[src/common/ramp_pkg.sv]
package ramp_pkg;
    // input ranges
    localparam int VEL_MAX        = 2047;
    localparam int ACC_MAX        = 2047;
    localparam int RATE_SHIFT_MAX = 13;
    localparam int RAMP_SHIFT_MAX = 13;
    localparam int USTEP_RES_MAX  = 8;
    // 2048 * 32 = 2^16 fixed rate divisor
    localparam int VEL_BASE_SHIFT = 16;
    // acceleration exponent 29 minus the 16 of the velocity scale
    localparam int RAMP_EXP       = 29;
    localparam int RAMP_BASE_SHIFT = RAMP_EXP - VEL_BASE_SHIFT;
    localparam int LIMIT_UPPER_OFS = 12;
    // reference rate of the scaling formulas against the system clock
    localparam int REF_MHZ        = 16;
    localparam int CLK_MHZ        = 25;
    localparam int TICK_W         = 6;
    // accumulator widths hold the largest threshold plus one bit
    localparam int STEP_ACC_W     = VEL_BASE_SHIFT + RATE_SHIFT_MAX + 2;
    localparam int RAMP_ACC_W     = RAMP_BASE_SHIFT + RAMP_SHIFT_MAX + 2;
    localparam int POS_W          = 32;
    localparam int USTEP_CNT_W    = 8;
    typedef enum logic [1:0] {
        MODE_VELOCITY    = 2'b01,
        MODE_POSITIONING = 2'b10
    } move_mode_e;
endpackage

[src/common/accum_if.sv]
`timescale 1ns/1ns
interface accum_if #(parameter int W = 31);
    logic         tick;
    logic [W-1:0] addend;
    logic [4:0]   shift;
    logic         ovf;
    modport owner (output tick, output addend, output shift, input ovf);
    modport unit  (input tick, input addend, input shift, output ovf);
endinterface

[src/rtl/rate_accum.sv]
`timescale 1ns/1ns
module rate_accum #(
    parameter int W = 31
) (
    // clock and reset
    input  wire logic clk_sys_i,
    input  wire logic sys_rst_i,
    // accumulator port
    accum_if.unit     acc
);
    logic [W-1:0] acc_reg;
    logic         ovf_reg;
    logic [W:0]   sum;
    logic [W:0]   thr;

    always_comb begin
        sum = {1'b0, acc_reg} + {1'b0, acc.addend};
        thr = {{W{1'b0}}, 1'b1} << acc.shift;
    end

    // remainder carried over so the average rate is exact
    always_ff @(posedge clk_sys_i or posedge sys_rst_i) begin
        if (sys_rst_i) begin
            acc_reg <= '0;
            ovf_reg <= 1'b0;
        end else begin
            ovf_reg <= 1'b0;
            if (acc.tick) begin
                if (sum >= thr) begin
                    // excess left by a lowered shift is dropped, not paid out in bursts
                    acc_reg <= W'((sum - thr) & (thr - (W+1)'(1)));
                    ovf_reg <= 1'b1;
                end else begin
                    acc_reg <= W'(sum);
                end
            end
        end
    end

    assign acc.ovf = ovf_reg;
endmodule

[src/rtl/step_rate_ramp_scaler.sv]
`timescale 1ns/1ns
// How it works
// - pulse rate is 16 MHz times velocity over 2048, 32 and 2^rate shift.
// - velocity magnitude held within 0..2047; signed input -2047..2047 accepted.
// - rate shift 0..13 divides the pulse rate by two to that power.
// - resolution 0..8 gives 2^res microsteps per full step pulse.
// - ramp slope is 16 MHz squared times accel over 2^(ramp+rate+29).
// - acceleration is an unsigned word 0..2047.
// - positioning moves limit accel to 2^(e-1)..2^(e+12)-1, e=ramp-rate.
// - upper acceleration limit above 2047 is clamped to 2047.
// - reversal inverts motor and encoder direction, internal ramp mode only.
module step_rate_ramp_scaler (
    // clock and reset
    input  wire logic                         clk_sys_i,
    input  wire logic                         sys_rst_i,
    // motion settings
    input  wire logic signed [11:0]           vel_target_i,
    input  wire logic [10:0]                  accel_i,
    input  wire logic [3:0]                   rate_shift_i,
    input  wire logic [3:0]                   ramp_shift_i,
    input  wire logic [3:0]                   ustep_res_i,
    input  wire logic                         positioning_move_i,
    input  wire logic                         reverse_shaft_i,
    input  wire logic                         ext_step_mode_i,
    // external step/direction pins
    input  wire logic                         ext_step_i,
    input  wire logic                         ext_dir_i,
    // encoder count pulses
    input  wire logic                         enc_step_i,
    input  wire logic                         enc_dir_i,
    // driver side
    output logic                              step_o,
    output logic                              dir_o,
    output logic                              fullstep_o,
    // status
    output logic signed [11:0]                vel_now_o,
    output logic [10:0]                       accel_eff_o,
    output logic [10:0]                       accel_lo_o,
    output logic [10:0]                       accel_hi_o,
    output logic [ramp_pkg::POS_W-1:0]        ustep_pos_o,
    output logic [ramp_pkg::POS_W-1:0]        enc_pos_o
);
    accum_if #(.W(ramp_pkg::STEP_ACC_W)) step_acc ();
    accum_if #(.W(ramp_pkg::RAMP_ACC_W)) ramp_acc ();

    rate_accum #(.W(ramp_pkg::STEP_ACC_W)) u_step_acc (
        .clk_sys_i (clk_sys_i),
        .sys_rst_i (sys_rst_i),
        .acc       (step_acc)
    );
    rate_accum #(.W(ramp_pkg::RAMP_ACC_W)) u_ramp_acc (
        .clk_sys_i (clk_sys_i),
        .sys_rst_i (sys_rst_i),
        .acc       (ramp_acc)
    );

    logic [ramp_pkg::TICK_W-1:0]    frac_reg;
    logic                           tick_reg;
    logic signed [11:0]             vel_tgt;
    logic signed [11:0]             vel_reg;
    logic [10:0]                    vel_mag;
    logic [3:0]                     rate_sh;
    logic [3:0]                     ramp_sh;
    logic [3:0]                     res_c;
    logic [10:0]                    acc_lo;
    logic [10:0]                    acc_hi;
    logic [10:0]                    acc_eff;
    logic [10:0]                    acc_eff_reg;
    logic [10:0]                    acc_lo_reg;
    logic [10:0]                    acc_hi_reg;
    int                             lim_exp;
    ramp_pkg::move_mode_e           mode;
    logic [2:0]                     ext_step_sync;
    logic [2:0]                     ext_dir_sync;
    logic                           ext_step_st;
    logic                           ext_dir_st;
    logic                           ext_step_prev;
    logic                           pulse;
    logic                           pulse_neg;
    logic                           rev_eff;
    logic [ramp_pkg::USTEP_CNT_W:0] res_mask;
    logic [ramp_pkg::USTEP_CNT_W-1:0] ustep_cnt_reg;
    logic                           step_reg;
    logic                           dir_reg;
    logic                           full_reg;
    logic [ramp_pkg::POS_W-1:0]     pos_reg;
    logic [ramp_pkg::POS_W-1:0]     enc_reg;

    // 16 MHz reference as a fractional enable on the 25 MHz clock
    always_ff @(posedge clk_sys_i or posedge sys_rst_i) begin
        if (sys_rst_i) begin
            frac_reg <= '0;
            tick_reg <= 1'b0;
        end else if (frac_reg + ramp_pkg::TICK_W'(ramp_pkg::REF_MHZ)
                     >= ramp_pkg::TICK_W'(ramp_pkg::CLK_MHZ)) begin
            frac_reg <= frac_reg + ramp_pkg::TICK_W'(ramp_pkg::REF_MHZ)
                        - ramp_pkg::TICK_W'(ramp_pkg::CLK_MHZ);
            tick_reg <= 1'b1;
        end else begin
            frac_reg <= frac_reg + ramp_pkg::TICK_W'(ramp_pkg::REF_MHZ);
            tick_reg <= 1'b0;
        end
    end

    always_comb begin
        vel_tgt = (vel_target_i < -12'sd2047) ? -12'sd2047 : vel_target_i;
        vel_mag = vel_reg[11] ? 11'(-vel_reg) : vel_reg[10:0];
        rate_sh = (rate_shift_i > 4'(ramp_pkg::RATE_SHIFT_MAX)) ?
                  4'(ramp_pkg::RATE_SHIFT_MAX) : rate_shift_i;
        ramp_sh = (ramp_shift_i > 4'(ramp_pkg::RAMP_SHIFT_MAX)) ?
                  4'(ramp_pkg::RAMP_SHIFT_MAX) : ramp_shift_i;
        res_c   = (ustep_res_i > 4'(ramp_pkg::USTEP_RES_MAX)) ?
                  4'(ramp_pkg::USTEP_RES_MAX) : ustep_res_i;
        res_mask = (9'h001 << res_c) - 9'h001;
        lim_exp = int'(ramp_sh) - int'(rate_sh);
        if (lim_exp - 1 >= 11) begin
            acc_lo = 11'(ramp_pkg::ACC_MAX);
        end else if (lim_exp >= 1) begin
            acc_lo = 11'(1 << (lim_exp - 1));
        end else begin
            acc_lo = 11'h000;
        end
        if (lim_exp + ramp_pkg::LIMIT_UPPER_OFS >= 11) begin
            acc_hi = 11'(ramp_pkg::ACC_MAX);
        end else if (lim_exp + ramp_pkg::LIMIT_UPPER_OFS >= 0) begin
            acc_hi = 11'((1 << (lim_exp + ramp_pkg::LIMIT_UPPER_OFS)) - 1);
        end else begin
            acc_hi = 11'h000;
        end
        mode = positioning_move_i ? ramp_pkg::MODE_POSITIONING : ramp_pkg::MODE_VELOCITY;
        // unsigned 11-bit word used as given in velocity mode
        unique case (mode)
            ramp_pkg::MODE_VELOCITY: begin
                acc_eff = accel_i;
            end
            ramp_pkg::MODE_POSITIONING: begin
                acc_eff = (accel_i < acc_lo) ? acc_lo :
                          (accel_i > acc_hi) ? acc_hi : accel_i;
            end
        endcase
        // reversal ignored in external step mode
        rev_eff = reverse_shaft_i & ~ext_step_mode_i;
    end

    always_ff @(posedge clk_sys_i or posedge sys_rst_i) begin
        if (sys_rst_i) begin
            acc_eff_reg <= '0;
            acc_lo_reg  <= '0;
            acc_hi_reg  <= '0;
        end else begin
            acc_eff_reg <= acc_eff;
            acc_lo_reg  <= acc_lo;
            acc_hi_reg  <= acc_hi;
        end
    end

    // slope accumulator overflows at 2^(ramp+13) per 16 MHz tick
    assign ramp_acc.tick   = tick_reg & ~ext_step_mode_i;
    assign ramp_acc.addend = ramp_pkg::RAMP_ACC_W'(acc_eff_reg);
    assign ramp_acc.shift  = 5'(ramp_pkg::RAMP_BASE_SHIFT) + 5'(ramp_sh);
    // rate accumulator overflows at 2^(16+rate shift)
    assign step_acc.tick   = tick_reg & ~ext_step_mode_i & (vel_reg != 12'sh000);
    assign step_acc.addend = ramp_pkg::STEP_ACC_W'(vel_mag);
    assign step_acc.shift  = 5'(ramp_pkg::VEL_BASE_SHIFT) + 5'(rate_sh);

    // one velocity unit per slope overflow, toward the target
    always_ff @(posedge clk_sys_i or posedge sys_rst_i) begin
        if (sys_rst_i) begin
            vel_reg <= '0;
        end else if (ramp_acc.ovf) begin
            if (vel_reg < vel_tgt) begin
                vel_reg <= vel_reg + 12'sh001;
            end else if (vel_reg > vel_tgt) begin
                vel_reg <= vel_reg - 12'sh001;
            end
        end
    end

    // pins settle once the last two stages agree
    always_ff @(posedge clk_sys_i or posedge sys_rst_i) begin
        if (sys_rst_i) begin
            ext_step_sync <= '0;
            ext_dir_sync  <= '0;
            ext_step_st   <= 1'b0;
            ext_dir_st    <= 1'b0;
            ext_step_prev <= 1'b0;
        end else begin
            ext_step_sync <= {ext_step_sync[1:0], ext_step_i};
            ext_dir_sync  <= {ext_dir_sync[1:0], ext_dir_i};
            if (ext_step_sync[1] == ext_step_sync[2]) begin
                ext_step_st <= ext_step_sync[2];
            end
            if (ext_dir_sync[1] == ext_dir_sync[2]) begin
                ext_dir_st <= ext_dir_sync[2];
            end
            ext_step_prev <= ext_step_st;
        end
    end

    always_comb begin
        pulse     = ext_step_mode_i ? (ext_step_st & ~ext_step_prev) : step_acc.ovf;
        pulse_neg = ext_step_mode_i ? ext_dir_st : vel_reg[11];
    end

    always_ff @(posedge clk_sys_i or posedge sys_rst_i) begin
        if (sys_rst_i) begin
            step_reg      <= 1'b0;
            dir_reg       <= 1'b0;
            pos_reg       <= '0;
            ustep_cnt_reg <= '0;
            full_reg      <= 1'b0;
        end else begin
            step_reg <= pulse;
            dir_reg  <= pulse_neg ^ rev_eff;
            full_reg <= 1'b0;
            if (pulse) begin
                pos_reg       <= pulse_neg ? pos_reg - 32'h1 : pos_reg + 32'h1;
                ustep_cnt_reg <= ustep_cnt_reg + 8'h01;
                full_reg <= (ustep_cnt_reg & res_mask[7:0]) == res_mask[7:0];
            end
        end
    end

    always_ff @(posedge clk_sys_i or posedge sys_rst_i) begin
        if (sys_rst_i) begin
            enc_reg <= '0;
        end else if (enc_step_i) begin
            enc_reg <= (enc_dir_i ^ rev_eff) ? enc_reg - 32'h1 : enc_reg + 32'h1;
        end
    end

    assign step_o      = step_reg;
    assign dir_o       = dir_reg;
    assign fullstep_o  = full_reg;
    assign vel_now_o   = vel_reg;
    assign accel_eff_o = acc_eff_reg;
    assign accel_lo_o  = acc_lo_reg;
    assign accel_hi_o  = acc_hi_reg;
    assign ustep_pos_o = pos_reg;
    assign enc_pos_o   = enc_reg;
endmodule

[config.mk]
export PLATFORM = sky130hd
export DESIGN_NAME = step_rate_ramp_scaler
export DESIGN_NICKNAME = d
export VERILOG_FILES = /design/src/common/ramp_pkg.sv /design/src/common/accum_if.sv /design/src/rtl/rate_accum.sv /design/src/rtl/step_rate_ramp_scaler.sv
export SDC_FILE = /design/constraint.sdc
export NUM_CORES = 1
export LEC_CHECK = 0
export CAP_MARGIN = 20
export CORE_ASPECT_RATIO = 1.5
export CORE_MARGIN = 2
export CORE_UTILIZATION = 65
export CTS_BUF_LIST = sky130_fd_sc_hd__clkbuf_8
export DETAILED_ROUTE_END_ITERATION = 10
export DONT_BUFFER_PORTS = 1
export PLACE_DENSITY = 0.92
export SYNTH_ARGS = -nofsm -noshare
export SYNTH_HDL_FRONTEND = slang
export SYNTH_HIERARCHICAL = 1
export SYNTH_SLANG_ARGS = --single-unit
[constraint.sdc]
create_clock -name clk_sys_i -period 8.1 [get_ports clk_sys_i]
set_clock_uncertainty 0.2 [all_clocks]
set_input_delay 0.405 -clock clk_sys_i [delete_from_list [all_inputs] [get_ports clk_sys_i]]
set_output_delay 0.405 -clock clk_sys_i [all_outputs]
set_load 0.02 [all_outputs]
==> flow_summary.ini, run 1 <==
[status]
outcome = completed

[yosys]
synth_common_cells = 261 x nand2_1, 241 x ha_1, 234 x a21oi_1, 220 x nor2_1, 197 x dfrtp_1
yosysTopAreaCell = dfrtp_1
synth-edff-count = 0
synth_area_per_cell_um2 = 8.06
synth_area_um2 = 21100
ys_warn_count = 6
ys_async_sr_fraction_pct = 100
synth_fa_ha_area_share_pct = 15.3
synth.most_common_cell = nand2_1
synthMuxAreaShare_pct = 2.40
synth.area.top_cells = dfrtp_1 23%, ha_1 14%, a21oi_1 5.5%
synth_top_area_share_pct = 23.3
synth_ff_type = dfrtp_1
synth_compound_area_share_pct = 26.7
ys_seq_area_share_pct = 23.3
syn_inst = 2622
synth_simple_gate_area_share_pct = 20.3
ys_ff_latch = 197
synthDistinctLibCells = 115
synth_xor_area_share_pct = 7.65
synth_top_family_by_area = compound AO/OA/AOI/OAI gates

[routing]
drt-wirelength-per-cell_um = 20.7
drc_errors = 0
drt_iter0_markers = 1870
viasPerCell = 6.74
drt_wl_total_um = 63200
vias = 20500
ant_nets = 0
drtPass1Iterations = 6

[clock_tree]
cts-root-buf = clkbuf_8
clkSinkCount = 197
cts-buffers-inserted = 17
clk_latency_ns = 0.53
cts_max_path_buffers = 2
cts_max_level = 4
cts_resized = 0
clkTransAtPathRegs_ns = 0.12
cts_tree = yes
postCtsSetupBuffers = 0
cts_hold_buf = 23

[timing]
setup_viol = 0
hold_violations = 0
rsz0062_at_grt = false
period_needed_ns = 7.41
worst_slew_pin_slew_ns = 1.06
fin_setup_tns_ns = 0
min_period_over_period_pct = 91.5
max_freq_ghz = 0.135
slew_violations = 0
relSlewSlack_pct = 28.6

[setup_path]
cpMaxStageDelayCell = or4_1
crit_path_end_kind = register
reg2reg_to = u_step_acc/acc_reg[17]
ff2ff_setup_slack_ns = 0.69
reg2reg_from = vel_now_o[8]
path_max_fanout = 50
rr_worst_depth = 26
critical_path_class = register to register
cp_data_arrival_time_ns = 7.59
path_depth = 26
crit_family = compound AO/OA/AOI/OAI gates
path_buf_inv = 1
worstSetupStartpointType = register
critPathCapture = u_step_acc/acc_reg[17]
cp.required_ns = 8.28
crit_start = vel_now_o[8]
crit_path_max_incr_delay_ns = 0.59

[layout]
layout-drive-gt1-share_pct = 6.38
design_area_um2 = 22200
layout.nets = 2913
fillers = 2428
multi_input_area_um2 = 15500
area_growth_pct = 5.22
register_area_um2 = 4930

[floorplan]
die_w_um = 151
die_h_um = 225
core-area_um2 = 31900
die_area_um2 = 34000
num_rows = 80
initial_utilization_pct = 66.2
io_pins = 156

[placed_design]
placement.io_buffers = 0
routabilityCongestion = 0.989
placed_area_um2 = 21500
hpwlAfterDp_um = 47900

[grt]
grt_overflow = 0
grt_pass1_wl_um = 101000
grt_pass1_vias = 20200
antenna_found_initial = 2
grt_max_degree = 79
grt_usage_pct = 37.2

[min_path]
hold_class = input port to register

[job]
drv_cap = 0
## layout by cell type (no fill, tap or decap), types with 15 or more instances in the layout
cell type | Yosys | routed
o21ai_0 | 150 | 149
a21oi_1 | 234 | 233
nand3_1 | 68 | 68
nor2b_1 | 34 | 33
nand2b_1 | 42 | 42
inv_1 | 116 | 115
o31ai_1 | 17 | 17
conb_1 | 2 | 42
buf_4 | 8 | 18
and2_1 | 25 | 25
a211o_1 | 16 | 16
o21a_1 | 37 | 37
or2_2 | 15 | 15
mux2i_1 | 20 | 20
xnor2_1 | 104 | 103
and3_1 | 27 | 27
a21o_1 | 90 | 90
nor3_1 | 58 | 58
nor2_1 | 220 | 220
o21bai_1 | 24 | 24
mux2_2 | 26 | 26
or3_1 | 23 | 23
a31oi_1 | 55 | 55
xor2_1 | 66 | 66
a211oi_1 | 25 | 25
ha_1 | 241 | 241
clkbuf_8 | 0 | 17
nand2_1 | 261 | 261
dlygate4sd3_1 | 0 | 22
nand4_1 | 29 | 29
o21ai_1 | 22 | 23
o211ai_1 | 15 | 15
dfrtp_1 | 197 | 197
## logic make-up after synthesis
kind of cell               Yosys count
buffers and inverters              222
other                                2
adders and majority gates          254
AOI/OAI and AO/OA                  849
muxes                               47
and+or+nand+nor                    875
DFF                                197
xor gates and xnor gates           176
## worst reg2reg max path: stages (launching register included)
cell,delay (ns)
dfrtp_1,0.57
or4_1,0.60
or3_1,0.38
nand2_1,0.09
xnor2_1,0.08
ha_1,0.40
and4_1,0.29
a21oi_2,0.24
a21boi_0,0.17
o31a_1,0.36
a211o_1,0.29
a21oi_1,0.37
o21ai_1,0.18
o21a_1,0.20
o21ai_0,0.29
a21boi_1,0.25
ha_1,0.31
a21oi_1,0.20
o21bai_1,0.08
a21o_1,0.20
a21o_1,0.18
a21o_1,0.20
nor3_4,0.19
buf_4,0.45
o21ai_0,0.20
a32oi_1,0.22
a21oi_1,0.08
## per-layer routing
layer	track usage, %	vias up	wire length (um)
met5	0	-	0
met3	8.30	332	4260
met1	38.1	9672	22100
li1	-	9582	-
met2	65.2	945	31500
met4	27.5	0	5370
## metrics by stage
step	worst slack, ns	utilization, %	hold WS [ns]	std cells
6_report	0.691	69.6	0.0318	3046
5_1_grt	0.278	69.6	0.0404	3044
4_1_cts	0.800	69.5	0.0228	3042
3_5_place_dp	0.860	67.3	0.135	2987
3_3_place_gp	1.01	67.3	0.139	2987
2_1_floorplan	1.85	-	0.131	2662
## how the worst min path moves through the flow
stage	start	end	slack [ns]	cells past startpoint
CTS	rate_shift_i[3]	u_step_acc/acc_reg[16]	0.02	3
detailed placement	ext_dir_sync[0]	ext_dir_sync[1]	0.13	0
global placement	ext_dir_sync[0]	ext_dir_sync[1]	0.14	0
global route	accel_i[10]	accel_eff_o[10]	0.04	3
finish	rate_shift_i[3]	u_step_acc/acc_reg[16]	0.03	3
floorplan	ext_dir_sync[0]	ext_dir_sync[1]	0.13	0
## layout make-up
type / instances / area share (%)
antenna: 3 / 0.0338
clock buffer: 17 / 1.05
clock inverter: 15 / 1.10
inverter: 119 / 2.03
multi-input combinational: 2243 / 69.5
sequential: 197 / 22.2
tap: 410 / 2.31
timing repair buffer: 42 / 1.81
Power of run 1 is left out: the tool's default activity adds up to more than one toggle a clock period on the data nets, which glitch-free logic cannot reach.
==> inputs of run 2 (changes only) <==
clock period = 7.1 ns   (was 8.1 ns; I/O delays follow)
==> flow_summary.ini, run 2 (synthesis gave the netlist of run 1 again) <==
[setup_path]
cp.required_ns = 7.36
worstSetupStartpointType = register
path_max_fanout = 6
crit_path_end_kind = register
cp_data_arrival_time_ns = 6.94
critical_path_class = register to register
crit_path_max_incr_delay_ns = 0.55
cpMaxStageDelayCell = or4_1

[grt]
grt_max_degree = 75
grt_usage_pct = 38.6
grt_pass1_vias = 21100
grt_overflow = 0
antenna_found_initial = 2
grt_pass1_wl_um = 105000

[timing]
worst_slew_pin_slew_ns = 1.01
rsz0062_at_grt = false
max_freq_ghz = 0.150
slew_violations = 0
hold_violations = 0
setup_viol = 0
min_period_over_period_pct = 94.1
period_needed_ns = 6.68
fin_setup_tns_ns = 0
relSlewSlack_pct = 32.5

[routing]
drt-wirelength-per-cell_um = 21.3
ant_nets = 0
dr_wl_met3_um = 4330
drt_iter0_markers = 1795
m1WireLength_um = 22200
vias = 20900
drc_errors = 0
viasPerCell = 6.83
met2_length_um = 32600
drtPass1Iterations = 7
routed.top_layer = met4
drt_wl_total_um = 65300

[clock_tree]
clkTransAtPathRegs_ns = 0.13
clkSinkCount = 197
cts-root-buf = clkbuf_8
cts_max_path_buffers = 2
cts_tree = yes
cts-buffers-inserted = 17
cts_max_level = 4
clk_latency_ns = 0.52

[floorplan]
num_rows = 80
io_pins = 156
die_area_um2 = 34000
die_w_um = 151
initial_utilization_pct = 66.2
core-area_um2 = 31900
die_h_um = 225

[placed_design]
routabilityCongestion = 1.04
placement.io_buffers = 0
hpwlAfterDp_um = 49100

[layout]
final_common_cell = nand2_1
register_area_um2 = 4930
area_growth_pct = 5.68
fillers = 2403
layout-drive-gt1-share_pct = 7.09
multi_input_area_um2 = 15500
layout.nets = 2931
mostFrequentLayoutCells = 261 x nand2_1, 240 x ha_1, 231 x a21oi_1

[job]
drv_cap = 0

[status]
outcome = completed

[min_path]
hold_class = input port to register
run 2: changes by cell type in the layout (fill, tap and decap cells not counted), sizes merged, moves of 2 or more:
cell      before  now
buf           20   35
clkbuf        17   20
bufinv         2    0
clkinv         8    6
clkinvlp       0    2
run 2: timing repair:
| action | 4_1_cts | 5_1_grt |
|---|---|---|
| endpoints found under the hold margin | 183 | 0 |
| setup endpoints to repair | 0 | 31 |
| setup buffers | 0 | 1 |
| gates resized for setup | 0 | 8 |
| hold buffers | 24 | 0 |
run 2: worst max-delay path: cells and delay by family, from the launching register on:
| family | cells | cell delay [ns] |
|---|---|---|
| xor gates and xnor gates | 2 | 0.25 |
| and+or+nand+nor | 9 | 2.42 |
| AOI/OAI and AO/OA | 11 | 2.36 |
| adders and majority gates | 3 | 0.97 |
| DFF | 1 | 0.41 |
run 2: area by class of cell:
| cell class | count | share of cell area, % |
|---|---|---|
| inverters | 119 | 2.02 |
| well taps | 410 | 2.30 |
| diodes | 2 | 0.0224 |
| clock inverters | 14 | 0.717 |
| flip-flops and latches | 197 | 22.1 |
| clock buffers | 18 | 1.11 |
| multi-input cells | 2243 | 69.3 |
| repair buffers | 60 | 2.50 |
run 2: metal layers:
layer / GRT usage, % / vias up
met3: 9.21 / 381
met2: 67.8 / 1036
met5: 0.455 / -
met1: 37.6 / 9906
li1: - / 9584
met4: 32.0 / 0
run 2: path summary, 6_finish.rpt:
path	depth (start not counted)	from	slack, ns	to
max	25	vel_now_o[8]	0.42	u_step_acc/acc_reg[23]
min	3	rate_shift_i[3]	0.04	u_step_acc/acc_reg[16]
max reg2reg	25	vel_now_o[8]	0.42	u_step_acc/acc_reg[23]
min reg2reg	0	ext_step_sync[0]	0.19	ext_step_sync[1]
max in group asynchronous	3	sys_rst_i	5.08	accel_eff_o[6]
min in group asynchronous	3	sys_rst_i	0.34	u_ramp_acc/acc_reg[23]
run 2: per-stage QoR:
step | instances | hold WS, ns | utilization [%] | area, um^2 | setup slack (ns)
finish | 3063 | 0.0440 | 69.9 | 22300 | 0.420
global route | 3062 | 0.0373 | 69.9 | 22300 | 0.000626
floorplan | 2662 | 0.131 | - | 21300 | 0.850
CTS | 3058 | 0.00548 | 69.7 | 22300 | 0.277
global placement | 3001 | 0.134 | 67.7 | 21600 | 0.515
detailed placement | 3002 | 0.150 | 67.7 | 21600 | 0.305
Power of run 2 is left out for the same reason.
